**src/hdl/wseq_pkg.sv**
```systemverilog
// constants and types shared by the waveform sequencer slot block
package wseq_pkg;

  // register indices; byte address is four times the index
  localparam logic [5:0] CTRL_IDX       = 6'h0c;
  localparam logic [5:0] SLOT_FIRST_IDX = 6'h0f;
  localparam logic [5:0] SLOT7_IDX      = 6'h15;
  localparam logic [5:0] SLOT8_IDX      = 6'h16;
  localparam logic [5:0] LOOP_LO_IDX    = 6'h17;
  localparam logic [5:0] LOOP_HI_IDX    = 6'h18;
  localparam logic [5:0] STATUS_IDX     = 6'h20;

  // field positions
  localparam int GO_BIT        = 0;
  localparam int SLOT_FLAG_BIT = 7;
  localparam int REPEAT_W      = 2;

  // reset values
  localparam logic [7:0] SLOT_RESET = 8'h00;
  localparam logic [7:0] LOOP_RESET = 8'h00;
  localparam logic       GO_RESET   = 1'b0;

  // sequencer geometry
  localparam int         SLOT_COUNT = 8;
  localparam logic [2:0] LAST_SLOT  = 3'h7;

  // wait unit timing
  localparam int WAIT_UNIT_MS     = 10;
  localparam int CLK_HZ           = 25_000_000;
  localparam int WAIT_UNIT_CYCLES = CLK_HZ / 1000 * WAIT_UNIT_MS;

  typedef struct packed {
    logic       delay_flag;
    logic [6:0] effect_value;
  } slot_t;

  typedef struct packed {
    logic       start;
    logic [6:0] id;
  } effect_req_t;

  typedef enum logic [2:0] {
    ST_IDLE,
    ST_FETCH,
    ST_PLAY,
    ST_WAIT,
    ST_NEXT
  } seq_state_t;

  typedef struct packed {
    slot_t [SLOT_COUNT-1:0]   slot;
    logic [2*SLOT_COUNT-1:0]  loops;
    logic                     go;
    seq_state_t               st;
    logic [2:0]               idx;
    logic [REPEAT_W-1:0]      rep;
    logic [6:0]               wait_left;
    effect_req_t              effect;
    logic [31:0]              prdata;
  } seq_regs_t;

endpackage

```
**src/hdl/wait_prescaler.sv**
```systemverilog
// wait unit prescaler: one tick per wait unit, restartable
`timescale 1ns/1ns
module wait_prescaler
  import wseq_pkg::*;
#(
  parameter int UNIT_CYCLES = WAIT_UNIT_CYCLES
)(
  // clock and reset
  input  wire logic clk_in,
  input  wire logic rst_n_in,
  // control
  input  wire logic restart_in,
  // tick
  output logic      tick_out
);

  localparam int CNT_W = $clog2(UNIT_CYCLES + 1);
  localparam logic [CNT_W-1:0] LAST = CNT_W'(UNIT_CYCLES - 1);

  typedef struct packed {
    logic [CNT_W-1:0] count;
    logic             tick;
  } presc_state_t;

  presc_state_t r_q;
  presc_state_t r_d;

  always_comb
  begin
    r_d      = r_q;
    r_d.tick = 1'b0;
    if (restart_in)
    begin
      r_d.count = '0;
    end
    else if (r_q.count == LAST)
    begin
      r_d.count = '0;
      r_d.tick  = 1'b1;
    end
    else
    begin
      r_d.count = r_q.count + CNT_W'(1);
    end
  end

  always_ff @(posedge clk_in or negedge rst_n_in)
  begin
    if (!rst_n_in)
    begin
      r_q <= '0;
    end
    else
    begin
      r_q <= r_d;
    end
  end

  assign tick_out = r_q.tick;

endmodule // wait_prescaler

```
**src/hdl/wseq_slots.sv**
```systemverilog
// waveform sequencer with slot registers and APB register access
//
// Function
// a slot whose delay flag is 1 idles the engine for its value times 10 ms.
// a slot whose delay flag is 0 plays its 7-bit value as a library effect index.
// setting the go bit in the control register starts playback at the first slot.
// after a slot finishes the sequencer moves to the next slot and plays it if nonzero.
// playback ends after the eighth slot or at a zero identifier, whichever is first.
// a zero identifier stops playback and nothing is played for that slot.
// each slot is played its 2-bit repeat count plus one times before moving on.
// the 10 ms unit comes from a prescaler restarted at the start of every wait.
`timescale 1ns/1ns
module wseq_slots
  import wseq_pkg::*;
#(
  parameter int UNIT_CYCLES = WAIT_UNIT_CYCLES
)(
  // clock and reset
  input  wire logic         CLK_IN,
  input  wire logic         RESETN_IN,
  // apb slave
  input  wire logic         PSEL_IN,
  input  wire logic         PENABLE_IN,
  input  wire logic         PWRITE_IN,
  input  wire logic [7:0]   PADDR_IN,
  input  wire logic [31:0]  PWDATA_IN,
  output logic [31:0]       PRDATA_OUT,
  output logic              PREADY_OUT,
  output logic              PSLVERR_OUT,
  // effect library side
  output effect_req_t       EFFECT_REQ_OUT,
  input  wire logic         EFFECT_DONE_IN,
  // sequencer status
  output logic              SEQ_BUSY_OUT,
  output logic              SEQ_DELAY_OUT
);

  logic       rst_meta_q;
  logic       rst_n_q;
  seq_regs_t  r_q;
  seq_regs_t  r_d;
  logic       tick;
  logic       restart;
  logic [5:0] reg_idx;
  logic       aligned;
  logic       is_slot;
  logic [2:0] slot_sel;
  logic       mapped;
  logic       access;
  logic       wr_en;
  logic [7:0] wbyte;
  logic [31:0] rd_val;
  slot_t      cur;
  logic [REPEAT_W-1:0] rep_limit;

  // reset release through two flops
  always_ff @(posedge CLK_IN or negedge RESETN_IN)
  begin
    if (!RESETN_IN)
    begin
      rst_meta_q <= 1'b0;
      rst_n_q    <= 1'b0;
    end
    else
    begin
      rst_meta_q <= 1'b1;
      rst_n_q    <= rst_meta_q;
    end
  end

  wait_prescaler #(
    .UNIT_CYCLES (UNIT_CYCLES)
  ) u_prescaler (
    .clk_in     (CLK_IN),
    .rst_n_in   (rst_n_q),
    .restart_in (restart),
    .tick_out   (tick)
  );

  // address decode
  assign reg_idx  = PADDR_IN[7:2];
  assign aligned  = (PADDR_IN[1:0] == 2'b00);
  assign is_slot  = (reg_idx >= SLOT_FIRST_IDX) && (reg_idx <= SLOT8_IDX);
  assign slot_sel = 3'(reg_idx - SLOT_FIRST_IDX);
  assign mapped   = aligned && (is_slot || reg_idx == CTRL_IDX || reg_idx == LOOP_LO_IDX ||
                                reg_idx == LOOP_HI_IDX || reg_idx == STATUS_IDX);
  assign access   = PSEL_IN && PENABLE_IN;
  assign wr_en    = access && PWRITE_IN && mapped;
  assign wbyte    = PWDATA_IN[7:0];

  // read data mux
  always_comb
  begin
    rd_val = 32'h0000_0000;
    if (!aligned)
    begin
      rd_val = 32'h0000_0000;
    end
    else if (is_slot)
    begin
      rd_val[7:0] = r_q.slot[slot_sel];
    end
    else if (reg_idx == CTRL_IDX)
    begin
      rd_val[GO_BIT] = r_q.go;
    end
    else if (reg_idx == LOOP_LO_IDX)
    begin
      rd_val[7:0] = r_q.loops[7:0];
    end
    else if (reg_idx == LOOP_HI_IDX)
    begin
      rd_val[7:0] = r_q.loops[15:8];
    end
    else if (reg_idx == STATUS_IDX)
    begin
      rd_val[0]   = (r_q.st != ST_IDLE);
      rd_val[1]   = (r_q.st == ST_WAIT);
      rd_val[2]   = (r_q.st == ST_PLAY);
      rd_val[5:3] = r_q.idx;
      rd_val[7:6] = r_q.rep;
    end
  end

  assign cur       = r_q.slot[r_q.idx];
  assign rep_limit = r_q.loops[{r_q.idx, 1'b0} +: REPEAT_W];

  // sequencer and register file
  always_comb
  begin
    r_d              = r_q;
    r_d.effect.start = 1'b0;
    restart          = 1'b0;

    unique case (r_q.st)
      ST_IDLE:
      begin
        if (r_q.go)
        begin
          r_d.st  = ST_FETCH;
          r_d.idx = 3'h0;
          r_d.rep = '0;
        end
      end
      ST_FETCH:
      begin
        if (!cur.delay_flag && cur.effect_value == 7'h00)
        begin
          r_d.st = ST_IDLE;
          r_d.go = 1'b0;
        end
        else if (cur.delay_flag)
        begin
          r_d.wait_left = cur.effect_value;
          restart       = 1'b1;
          r_d.st        = ST_WAIT;
        end
        else
        begin
          r_d.effect.start = 1'b1;
          r_d.effect.id    = cur.effect_value;
          r_d.st           = ST_PLAY;
        end
      end
      ST_PLAY:
      begin
        if (EFFECT_DONE_IN)
        begin
          r_d.st = ST_NEXT;
        end
      end
      ST_WAIT:
      begin
        if (r_q.wait_left == 7'h00)
        begin
          r_d.st = ST_NEXT;
        end
        else if (tick)
        begin
          r_d.wait_left = r_q.wait_left - 7'h01;
        end
      end
      ST_NEXT:
      begin
        if (r_q.rep != rep_limit)
        begin
          r_d.rep = r_q.rep + 2'(1);
          r_d.st  = ST_FETCH;
        end
        else if (r_q.idx == LAST_SLOT)
        begin
          r_d.st = ST_IDLE;
          r_d.go = 1'b0;
        end
        else
        begin
          r_d.idx = r_q.idx + 3'h1;
          r_d.rep = '0;
          r_d.st  = ST_FETCH;
        end
      end
      default:
      begin
        r_d.st = ST_IDLE;
      end
    endcase

    // read data captured in the setup phase
    if (PSEL_IN && !PENABLE_IN)
    begin
      r_d.prdata = rd_val;
    end

    // software writes come last so a set of go wins over its clear
    if (wr_en)
    begin
      if (is_slot)
      begin
        r_d.slot[slot_sel] = wbyte;
      end
      else if (reg_idx == CTRL_IDX)
      begin
        r_d.go = wbyte[GO_BIT];
        if (!wbyte[GO_BIT])
        begin
          // abort also drops a start launched this cycle
          r_d.st           = ST_IDLE;
          r_d.effect.start = 1'b0;
        end
      end
      else if (reg_idx == LOOP_LO_IDX)
      begin
        r_d.loops[7:0] = wbyte;
      end
      else if (reg_idx == LOOP_HI_IDX)
      begin
        r_d.loops[15:8] = wbyte;
      end
    end
  end

  always_ff @(posedge CLK_IN or negedge rst_n_q)
  begin
    if (!rst_n_q)
    begin
      r_q       <= '0;
      r_q.slot  <= {SLOT_COUNT{SLOT_RESET}};
      r_q.loops <= {LOOP_RESET, LOOP_RESET};
      r_q.go    <= GO_RESET;
      r_q.st    <= ST_IDLE;
    end
    else
    begin
      r_q <= r_d;
    end
  end

  // outputs
  assign PRDATA_OUT     = r_q.prdata;
  assign PREADY_OUT     = 1'b1;
  assign PSLVERR_OUT    = access && !mapped;
  assign EFFECT_REQ_OUT = r_q.effect;
  assign SEQ_BUSY_OUT   = (r_q.st != ST_IDLE);
  assign SEQ_DELAY_OUT  = (r_q.st == ST_WAIT);

endmodule // wseq_slots

```
**config.mk**
```make
export PLATFORM = sky130hd
export DESIGN_NAME = wseq_slots
export DESIGN_NICKNAME = d
export VERILOG_FILES = /design/src/hdl/wseq_pkg.sv /design/src/hdl/wait_prescaler.sv /design/src/hdl/wseq_slots.sv
export SDC_FILE = /design/constraint.sdc
export NUM_CORES = 1
export LEC_CHECK = 0
export BUFFER_PORTS_ARGS = -buffer_cell sky130_fd_sc_hd__buf_2
export CELL_PAD_IN_SITES_DETAIL_PLACEMENT = 0
export CELL_PAD_IN_SITES_GLOBAL_PLACEMENT = 1
export CORE_MARGIN = 2
export CORE_UTILIZATION = 51
export CTS_CLUSTER_DIAMETER = 40
export DETAILED_ROUTE_END_ITERATION = 12
export PLACE_DENSITY = 0.87
export SLEW_MARGIN = 5
export SYNTH_ARGS = -nofsm -noshare
export SYNTH_HDL_FRONTEND = slang
export SYNTH_SLANG_ARGS = --single-unit
```
**constraint.sdc**
```tcl
create_clock -name CLK_IN -period 7.1 [get_ports CLK_IN]
set_input_delay 0 -clock CLK_IN [delete_from_list [all_inputs] [get_ports CLK_IN]]
set_output_delay 0 -clock CLK_IN [all_outputs]
set_load 0.05 [all_outputs]
```
After elaboration in Yosys (flattened, before gate mapping)
Index checks and enable logic that the tools add are counted.
- register bits: 133
- output and inout bits: 44
- word-level logic and storage cells: 147
- bits of input ports: 46
- $add $sub $neg: 5
- muxes and demuxes: 52
- reduce and logical (&&, ||, !) cells: 30
- magnitude comparators: 5
- shifts and indexed selects: 1
- eq/ne operators: 19
- bitwise gates (word level): 5
- operators by type and width (kind ; number):
    $mux W8 ; 11
    $bwmux W64 ; 1
    $bmux W8 S3 ; 2
    $mux W18 ; 2
    $mux W7 ; 4
    $demux W8 S3 ; 1
    $add A18 B1 Y18 const B ; 1
    $eq A18 B18 Y1 const B ; 1
    $mux W3 ; 6
    $shiftx A16 B5 Y2 ; 1
    $mux W1 ; 15
    $mux W15 ; 1
    $pmux W3 S5 ; 1
    $logic_not A7 Y1 ; 2
    $pmux W7 S2 ; 1
    $eq A6 B5 Y1 const B ; 2
    $mux W4 ; 3
    $ne A2 B2 Y1 const B ; 6
    $pmux W5 S2 ; 1
    $reduce_and A5 Y1 ; 2
    $logic_and A1 B1 Y1 ; 9
    $lt A3 B4 Y1 const B ; 2
    $reduce_and A4 Y1 ; 2
    $sub A7 B1 Y7 const B ; 1
    26 further kinds ; 39

Depth between registers and ports, before layout
Gate-level depths: netlist of the first run.
- word-level depth: 10
- depth in mapped cells: 10
- mapped depth without buffers: 8

Cells and area by module
A second synthesis of the first run with hierarchy kept.
- cell total of the unflattened synthesis: 663
- area, all modules: 7505.9 µm²
- modules (own cells, without submodules) (module ; instances ; sequential area each (µm²) ; cells each ; area an instance (µm²)):
    wseq_slots ; 1 ; 2852.7 ; 569 ; 6552.5
    wait_prescaler ; 1 ; 475.5 ; 94 ; 953.4

Worst setup path after synthesis of the first run
Ideal clock, no wire load.
- path type: flip-flop to flip-flop
- start point: register r_q[49] in the netlist's numbering
- end point: register r_q, in the netlist EFFECT_REQ_OUT[1]
- required time: 6.975 ns
- cell stages (with the launch flop): 9
- arrival time: 2.217 ns
- setup slack: 4.758 ns
- path buffers: 2
- clock period less this slack: 2.342 ns
- setup time: 0.125 ns
- path through: dfrtp_1 > buf_6 > mux4_2 > mux2_2 > nor4_2 > nand2_1 > nand2b_1 > buf_6 > mux2_4
- cells in the longest elaborated chain, start to end: 6
- ends and longest elaborated chain (element ; line ; RTL):
    from (decl) ; wseq_slots.sv:40 ; seq_regs_t r_q;
    from (signal assigned) ; wseq_slots.sv:254 ; r_q <= r_d;
    $bmux W8 S3 (*) ; wseq_slots.sv:125 ; assign cur = r_q.slot[r_q.idx];
    $mux W8 (not written as such) (*) ; wseq_slots.sv:125 ;
    $logic_not A7 Y1 / $logic_not A1 Y1 (equally long branches) ; wseq_slots.sv:147 ; if (!cur.delay_flag && cur.effect_value == 7'h00)
    $logic_and A1 B1 Y1 ; wseq_slots.sv:147 ;
    $not A1 Y1 (no line) ; n/a ;
    $reduce_and A3 Y1 (no line) ; n/a ;
Mark *: on every way between the ends. The rest lies on a longest branch, timed or not. The select of a mux whose other input is x is not followed.
A chain may end at the register's enable or synchronous reset.

Final worst setup path of the first run
- start point: register r_q[49] in the netlist's numbering
- end point: register r_q[40] in the netlist's numbering
- cells in the longest elaborated chain, start to end: 6
- ends and longest elaborated chain (element ; line):
    $bmux W8 S3 (*) ; wseq_slots.sv:125
    $mux W8 (not written as such) (*) ; wseq_slots.sv:125
    $logic_not A7 Y1 / $logic_not A1 Y1 (equally long branches) ; wseq_slots.sv:147
    $logic_and A1 B1 Y1 ; wseq_slots.sv:147
    $ne A2 B2 Y1 (no line) ; n/a
    $reduce_and A5 Y1 (no line) ; n/a
Marked as above.

==> results of run 1 <==
[registers in the layout, indices dropped and copies added, names as in the netlist]
signal / cells
PRDATA_OUT: 8
rst_meta_q: 1
u_prescaler.tick_out: 1
r_q: 96
EFFECT_REQ_OUT: 8
u_prescaler.r_q: 18
rst_n_q: 1
[worst max path at each step]
stage / startpoint / endpoint / slack [ps]
finish: r_q[49] / r_q[40] / 4140
global route: r_q[50] / EFFECT_REQ_OUT[1] / 4000
CTS: r_q[50] / EFFECT_REQ_OUT[1] / 4160
detailed placement: PADDR_IN[2] / r_q[90] / 4070
global placement: PADDR_IN[2] / r_q[94] / 4150
floorplan: rst_n_q / EFFECT_REQ_OUT[0] / 3120
[cell usage after synthesis, drive strengths merged, types with 9 or more instances]
library cell,count
dfrtp,133
mux2i,21
nand3,17
inv,12
nor3,12
nand2,35
xnor2,10
o21ai,21
nor2,61
xor2,9
mux2,93
buf,60
clkbuf,16
a21oi,11
mux4,26
[critical path: stages, from the launching register on]
cell,delay [ps]
dfrtp_1,320
buf_4,340
mux4_2,580
mux2i_2,310
nor2_1,200
a21oi_1,740
mux2i_1,260
a31oi_1,50
[routing by layer]
layer / wire length [um] / vias up
met5: 0 / -
li1: - / 2297
met1: 7440 / 2722
met4: 258 / 0
met2: 8770 / 172
met3: 1010 / 29
[report_power, final]
| group | switching [mW] | internal (mW) | total (mW) |
|---|---|---|---|
| registers | 0.0317 | 0.782 | 0.813 |
| clock network | 0.334 | 0.578 | 0.912 |
| logic | 0.108 | 0.0546 | 0.162 |
[kinds of logic (layout without fill, tap and decap cells)]
kind of cell	after synthesis	in the layout	share of synthesized area (%)
and+or+nand+nor	170	170	11.3
muxes	140	140	25.4
DFF	133	133	45.3
buffers and inverters	88	101	7.11
AOI/OAI and AO/OA	76	76	7.21
xor gates and xnor gates	19	19	2.26
adders and majority gates	8	8	1.36
other	2	26	0.102
[layout make-up]
type,instances,area (sq um)
sequential,133,3330
clock buffer,20,467
clock inverter,12,151
fill,1202,5820
multi-input combinational,439,3590
inverter,12,45.0
tap,180,225
timing repair buffer,57,355
[stage by stage]
stage | std cells | area (sq um) | power (mW) | setup WS, ps | hold slack, ps
5_1_grt | 853 | 8170 | 1.96 | 4000 | 159
6_report | 853 | 8170 | 1.89 | 4140 | 120
2_1_floorplan | 660 | 7440 | 0.952 | 3120 | -296
4_1_cts | 853 | 8170 | 1.90 | 4160 | 91.8
3_5_place_dp | 810 | 7440 | 0.983 | 4070 | -212
3_3_place_gp | 810 | 7440 | 0.975 | 4150 | -213
==> results.yml, run 1 <==
setup_path:
  ff2ff_setup_slack_ps: 4140
  critical_path_class: "reg -> reg"
  critPathLaunchType: "register"
  crit_arrival_ps: 3240
  cp.required_ps: 7380
  r2r_cells: 7
  end_kind: "register"
  r2r-start: "r_q[49]"
  worst_r2r_endpoint: "r_q[40]"
  path_max_fanout: 23
clocking:
  post_cts_buffers: 0
  cts_buffers: 17
  cts_max_path_buffers: 2
  clk_latency_ps: 420
  cts-root-buf: "clkbuf_16"
  clock-sinks: 133
  cts_htree_levels: 4
  path_clk_slew_ps: 60
  tritoncts: "done"
  cts-resized-gates: 0
  cts_hold_buf: 11
timing:
  fin_skew_ps: 7.75
  hold_viol: 0
  slew_headroom_pct: 24.3
  min_period_ps: 2960
  fin_crit_sh_pct: 41.7
  setup_viol: 0
  tns_ps: 0
  maxSlewViolCount: 0
  fmax_ghz: 0.338
  rsz0062_at_grt: "no"
  tightest_slew_ps: 1130
logic_synthesis:
  synth_top_cell_area_share_pct: 45.3
  async_reset_ff_share_pct: 100
  synth_ff_type: "dfrtp_1"
  synthCells: 636
  syn_area_per_cell_sq_um: 11.6
  synth_top_area_cell: "dfrtp_1"
  ys_seq_elements: 133
  yosys-top-cells-area: "dfrtp_1, mux2_2, mux4_2"
  yosys_warnings: 0
  seq_area_frac_synth_pct: 45.3
  syn_area_sq_mm: 0.00735
  ys_types: 60
  synth_edf_count: 0
global_route:
  grt.busiest_layer: "met2"
  grt_pass1_wl_um: 28000
  met2_usage_pct: 41.3
  grt_util_met3_pct: 6.91
  use_met1_pct: 31.4
  grt_start_max_net_pins: 67
  grt-ovfl-total: 0
  antenna_found_initial: 0
  grtUsageTotal_pct: 24.7
  grt_pass1_vias: 5327
power:
  ir_drop_v: 0.000220
  cellPowerDensity_mw_per_mm2: 231
  p_leak_nw: 3.88
drt:
  drt_iter0_drc: 526
  viasPerCell: 6.12
  first_pass_iters: 5
  drc_errors: 0
  routed_wl_um: 17500
  wl_per_cell_um: 20.5
  vias: 5220
  ant_nets: 0
layout:
  final_cell_mix: "dfrtp_1, mux2_2, nor2_1, buf_2, nand2_1"
  insertedDiodeCount: 0
  drive_above_1_share_pct: 29.0
  area_growth_pct: 11.1
  utilization_pct: 58.4
  final_common_cell: "dfrtp_1"
  nets: 714
floorplanning:
  die-width_um: 124
  die_h_um: 124
  num_rows: 43
  coreArea_sq_mm: 0.0140
  start_util_pct: 52.6
  ios: 90
  dieArea_sq_mm: 0.0154
job:
  maxCapViolations: 0
outcome:
  status: "complete, no violations"
place:
  port_buffers: 40
  gp_congestion: 0.835
  detailed_place_hpwl_um: 11800
min_path:
  holdPathEnd: "PRDATA_OUT[7]"
  whs_path_depth: 3
  hold_path.startpoint: "PADDR_IN[0]"
  hp-class: "in -> reg"
Note: power is estimated with default switching activity, not from simulation.
==> inputs of run 2 (changes only) <==
--- a/config.mk
+++ b/config.mk
@@ -9,10 +9,10 @@
 export CELL_PAD_IN_SITES_DETAIL_PLACEMENT = 0
 export CELL_PAD_IN_SITES_GLOBAL_PLACEMENT = 1
 export CORE_MARGIN = 2
-export CORE_UTILIZATION = 51
+export CORE_UTILIZATION = 42
 export CTS_CLUSTER_DIAMETER = 40
 export DETAILED_ROUTE_END_ITERATION = 12
-export PLACE_DENSITY = 0.87
+export PLACE_DENSITY = 0.77
 export SLEW_MARGIN = 5
 export SYNTH_ARGS = -nofsm -noshare
 export SYNTH_HDL_FRONTEND = slang
==> constraint.sdc (replaced) <==
create_clock -name CLK_IN -period 2.4 [get_ports CLK_IN]
set_input_delay 0 -clock CLK_IN [delete_from_list [all_inputs] [get_ports CLK_IN]]
set_output_delay 0 -clock CLK_IN [all_outputs]
set_load 0.05 [all_outputs]
==> results.yml, run 2 (synthesis gave the netlist of run 1 again) <==
outcome:
  status: "finished with violations"
  violations: "setup timing"
timing:
  fmax_ghz: 0.415
  setup_viol: 1
  slew_headroom_pct: 60.2
  fin_crit_sh_pct: 100
  tightest_slew_ps: 595
  maxSlewViolCount: 0
  hold_viol: 0
  rsz0062_at_grt: "yes"
  holdWs_ps: 102
  min_period_ps: 2410
  fin_skew_ps: 9.08
  final.setup.worst_slack_ps: -9.03
place:
  gp_congestion: 0.848
  detailed_place_hpwl_um: 13200
  post-place-ws_ps: -170
  place_inst: 892
  port_buffers: 40
global_route:
  grt-ovfl-total: 0
  grt_pass1_vias: 5374
  grt_pass1_wl_um: 30000
  grt_start_max_net_pins: 65
  grtUsageTotal_pct: 21.6
  antenna_found_initial: 0
clocking:
  clock-sinks: 133
  clk_latency_ps: 430
  cts-root-buf: "clkbuf_16"
  cts_htree_levels: 4
  path_clk_slew_ps: 60
  cts_buffers: 17
  cts_max_path_buffers: 2
  tritoncts: "done"
job:
  maxCapViolations: 0
layout:
  area_growth_pct: 18.0
  nets: 757
  largest_register: "r_q"
  final_common_cell: "dfrtp_1"
  insertedDiodeCount: 0
  largest_register_ffs: 96
  drive_above_1_share_pct: 33.7
  reg_top3: "r_q x96, u_prescaler.r_q x18"
  final_cell_mix: "dfrtp_1, mux2_2, nor2_1, buf_4, buf_2"
  utilization_pct: 50.5
  instances_no_fill: 941
power:
  ir_drop_v: 0.000526
  cellPowerDensity_mw_per_mm2: 675
  p_leak_nw: 4.14
setup_path:
  crit_arrival_ps: 2720
  critical_path_class: "reg -> reg"
  r2r_cells: 7
  end_kind: "register"
  critPathSlowestCell: "mux4_2"
  cp_slowest_stage_delay_ps: 500
  cp_common_cell: "mux2_4"
  path_cells: "buf_12, mux4_2, mux2_4, nor4_4, nand2_2, nand2b_4, mux2_4"
  critPathLaunchType: "register"
  cp.required_ps: 2710
  path_max_fanout: 7
floorplanning:
  die-width_um: 136
  dieArea_sq_mm: 0.0186
  start_util_pct: 42.8
  num_rows: 48
  die_h_um: 136
  ios: 90
  coreArea_sq_mm: 0.0172
drt:
  viasPerCell: 5.69
  first_pass_iters: 5
  wl_per_cell_um: 19.9
  drc_errors: 0
  routed_wl_um: 18800
  ant_nets: 0
  vias: 5357
  drt_iter0_drc: 375
min_path:
  hp-class: "in -> reg"
  whs_path_depth: 3
## run 2: changes by cell type in the layout (fill, tap and decap cells not counted), sizes merged
cell | before | now
clkinvlp | 5 | 3
bufinv | 3 | 5
buf | 46 | 89
## run 2: final cells by class
class	count	area (sq um)
timing repair buffer	100	736
fill	1516	8500
sequential	133	3330
multi-input combinational	439	3630
clock buffer	20	457
tap	225	282
clock inverter	12	200
inverter	12	45.0
## run 2: path summary, 6_finish.rpt
path	to	from	slack, ps
max reg2reg	EFFECT_REQ_OUT[1]	r_q[50]	-9
max	EFFECT_REQ_OUT[1]	r_q[50]	-9
min reg2reg	u_prescaler.r_q[12]	rst_n_q	300
min in group asynchronous	u_prescaler.r_q[12]	rst_n_q	300
min	PRDATA_OUT[7]	PADDR_IN[0]	100
max in group asynchronous	r_q[62]	rst_n_q	1350
## run 2: critical path: cells and delay by family (launching register included)
kind,cells,cell delay [ps]
flip-flops,1,410
AND/OR/NAND/NOR,3,580
buffers and inverters,1,150
multiplexers,3,1130
## run 2: timing repair
item | in CTS | in global routing
endpoints found under the hold margin | 83 | 0
hold buffers | 11 | 0
resized for setup | 5 | 5
setup endpoints to repair | 10 | 12
gates cloned | 0 | 0
setup buffers | 0 | 6
pin swaps | 1 | 3
## run 2: stage by stage
stage	total power [mW]	area [sq um]	TNS, ps
after global placement	2.92	7820	-241
after floorplan	2.82	7440	0
after detailed placement	2.94	7820	-1120
final	5.86	8680	-9.03
after global routing	6.05	8680	-316
after CTS	5.88	8610	0
## run 2: per-layer routing
layer	share of wire (%)	track usage (%)	wire length, um	vias up
li1	-	-	-	2388
met1	43	28.4	8080	2734
met2	48	34.1	9030	186
met3	5.7	4.55	1060	49
met4	3.2	10.6	602	0
met5	0	0	0	-
## run 2: where the power goes
group	leakage [nW]	switching (mW)	internal (mW)
Clock	0.313	1.02	1.90
Combinational	2.00	0.334	0.199
Sequential	1.83	0.0923	2.31
Total	4.14	1.45	4.41
==> inputs of run 3 (changes only) <==
--- a/config.mk
+++ b/config.mk
@@ -5,14 +5,15 @@
 export SDC_FILE = /design/constraint.sdc
 export NUM_CORES = 1
 export LEC_CHECK = 0
+export ABC_AREA = 1
 export BUFFER_PORTS_ARGS = -buffer_cell sky130_fd_sc_hd__buf_2
 export CELL_PAD_IN_SITES_DETAIL_PLACEMENT = 0
 export CELL_PAD_IN_SITES_GLOBAL_PLACEMENT = 1
 export CORE_MARGIN = 2
-export CORE_UTILIZATION = 42
+export CORE_UTILIZATION = 39
 export CTS_CLUSTER_DIAMETER = 40
 export DETAILED_ROUTE_END_ITERATION = 12
-export PLACE_DENSITY = 0.77
+export PLACE_DENSITY_LB_ADDON = 0.3
 export SLEW_MARGIN = 5
 export SYNTH_ARGS = -nofsm -noshare
 export SYNTH_HDL_FRONTEND = slang
==> results.yml, run 3 <==
outcome:
  status: "complete, no violations"
setup_path:
  path_max_fanout: 23
  r2r_cells: 10
  crit_start: "r_q[49]"
  cp_top_family: "simple AND/OR/NAND/NOR gates"
  crit_path_end: "r_q[43]"
  crit_arrival_ps: 2440
  crit_buf_inv: 1
  cp_common_cell: "nand2_1"
  cp_slowest_stage_delay_ps: 400
  critical_path_class: "reg -> reg"
  path_cells: "buf_4, a21oi_1, o21ai_0, nand2_1, nand2_1, o21ai_1, nand2_2, nand2_1, o311ai_0, o21ai_0"
  critPathLaunchType: "register"
  r2r-start: "r_q[49]"
  ff2ff_setup_slack_ps: 290
  critPathSlowestCell: "dfrtp_1"
  cp.required_ps: 2730
  end_kind: "register"
  worst_r2r_endpoint: "r_q[43]"
  worstSetupPathDepth: 10
min_path:
  hp-class: "in -> reg"
layout:
  utilization_pct: 44.7
  insertedDiodeCount: 0
  nFillCells: 2154
  instances_no_fill: 1451
  final_cell_mix: "nand2_1, dfrtp_1, inv_1, nand3_1, o21ai_0"
  nets: 1223
  largest_register: "r_q"
  final_common_cell: "nand2_1"
  reg_top3: "r_q x96, u_prescaler.r_q x18"
  largest_register_ffs: 96
  seq_area_sq_mm: 0.00333
  drive_above_1_share_pct: 11.9
  area_growth_pct: 12.7
  multi_input_area_sq_mm: 0.00379
timing:
  fmax_ghz: 0.473
  rsz0062_at_grt: "no"
  fin_crit_sh_pct: 88.0
  maxSlewViolCount: 0
  setup_viol: 0
  tns_ps: 0
  fin_skew_ps: 12.7
  min_period_ps: 2110
  hold_viol: 0
place:
  place_inst: 1409
  gp_congestion: 0.871
  port_buffers: 40
  detailed_place_hpwl_um: 16600
logic_synthesis:
  synth_top_area_cell: "dfrtp_1"
  seq_area_frac_synth_pct: 41.6
  syn_area_sq_mm: 0.00801
  synth_top_cell_area_share_pct: 41.6
  syn_area_per_cell_sq_um: 7.11
  synthTopCellsByCount: "nand2_1, dfrtp_1, inv_1"
  yosys_warnings: 0
  synth_most_common_cell: "nand2_1"
  ys_types: 44
  synth_ff_type: "dfrtp_1"
  async_reset_ff_share_pct: 100
  yosys-top-cells-area: "dfrtp_1, nand2_1, inv_1"
  synthCells: 1126
  ys_seq_elements: 133
  synth_edf_count: 0
drt:
  routed_wl_um: 23000
  drc_errors: 0
  drt_iter0_drc: 611
  viasPerCell: 4.92
  vias: 7138
  ant_nets: 0
  wl_per_cell_um: 15.8
  first_pass_iters: 5
floorplanning:
  ios: 90
  die-width_um: 147
  num_rows: 52
  dieArea_sq_mm: 0.0217
  die_h_um: 147
  start_util_pct: 39.7
  coreArea_sq_mm: 0.0202
global_route:
  grt_start_max_net_pins: 54
  antenna_found_initial: 0
  grt_pass1_wl_um: 37700
  grt_pass1_vias: 6908
  grt-ovfl-total: 0
  grtUsageTotal_pct: 22.5
clocking:
  cts-resized-gates: 0
  clk_latency_ps: 420
  cts_max_path_buffers: 2
  clock-sinks: 133
  cts_htree_levels: 4
  cts-root-buf: "clkbuf_16"
  tritoncts: "done"
  cts_buffers: 17
  path_clk_slew_ps: 70
power:
  total_power_mw: 5.53
  p_leak_nw: 4.79
  ir_drop_v: 0.000460
  cellPowerDensity_mw_per_mm2: 613
job:
  maxCapViolations: 0
-- run 3: cell count changes in the layout (fill, tap and decap cells not counted), sizes merged, moves of 11 or more --
| cell | before | now |
|---|---|---|
| nand2 | 35 | 448 |
| inv | 13 | 132 |
| mux2 | 93 | 0 |
| nand3 | 17 | 86 |
| o21ai | 21 | 70 |
| mux4 | 26 | 0 |
| buf | 89 | 67 |
| mux2i | 21 | 0 |
| o22ai | 3 | 14 |
-- run 3: area by class of cell --
type	count	share of cell area [%]
timing repair buffer	78	5.83
clock buffer	20	5.06
multi-input combinational	809	42.0
tap	270	3.75
clock inverter	11	0.874
inverter	130	5.55
sequential	133	36.9
-- run 3: kinds of logic (layout without fill, tap and decap cells) --
group                      after synthesis  count (layout)  synth area share, %
AOI/OAI and AO/OA                      125             125                 8.74
xor gates and xnor gates                 5               5                0.547
adders and majority gates                8               8                 1.25
buffers and inverters                  208             239                 12.2
DFF                                    133             133                 41.6
other                                    2              26               0.0938
and+or+nand+nor                        645             645                 35.6
-- run 3: routing by layer --
layer | global-route usage (%) | routed length [um] | vias to the layer above
li1 | - | - | 3589
met3 | 3.66 | 927 | 28
met2 | 36.8 | 10900 | 181
met4 | 6.35 | 488 | 0
met5 | 0 | 0 | -
met1 | 30.8 | 10600 | 3340
-- run 3: where the power goes --
part	total (mW)	internal (mW)	leakage, nW	switching, mW
Combinational	0.751	0.196	2.72	0.556
Clock	2.44	1.37	0.263	1.06
Sequential	2.34	2.29	1.81	0.0478
-- run 3: stage by stage --
step	hold WS (ps)	cell area, sq um	setup WS [ps]
finish	2.40	9020	288
floorplan	-296	8100	126
CTS	1.75	9020	253
detailed placement	-209	8370	262
global route	38.3	9020	48.9
global placement	-214	8370	290
-- run 3: what timing repair did --
action	in CTS	in global routing
buffers inserted	0	0
hold endpoints to repair	78	0
hold buffers	11	0
-- run 3: how the worst min path moves through the flow --
stage | depth (start not counted) | from | slack, ps | end
2_1_floorplan | 0 | RESETN_IN | -300 | rst_meta_q
3_3_place_gp | 1 | RESETN_IN | -210 | rst_meta_q
3_5_place_dp | 1 | RESETN_IN | -210 | rst_n_q
4_1_cts | 5 | PENABLE_IN | 2 | PRDATA_OUT[4]
5_1_grt | 5 | PADDR_IN[0] | 40 | PRDATA_OUT[5]
6_report | 5 | PENABLE_IN | 2 | PRDATA_OUT[4]
-- run 3: worst register-to-register path, cell delays in order (launching register included) --
cell      delay (ps)
dfrtp_1          400
buf_4            230
a21oi_1          160
o21ai_0          100
nand2_1          130
nand2_1           60
o21ai_1          110
nand2_2          160
nand2_1          360
o311ai_0         220
o21ai_0          110
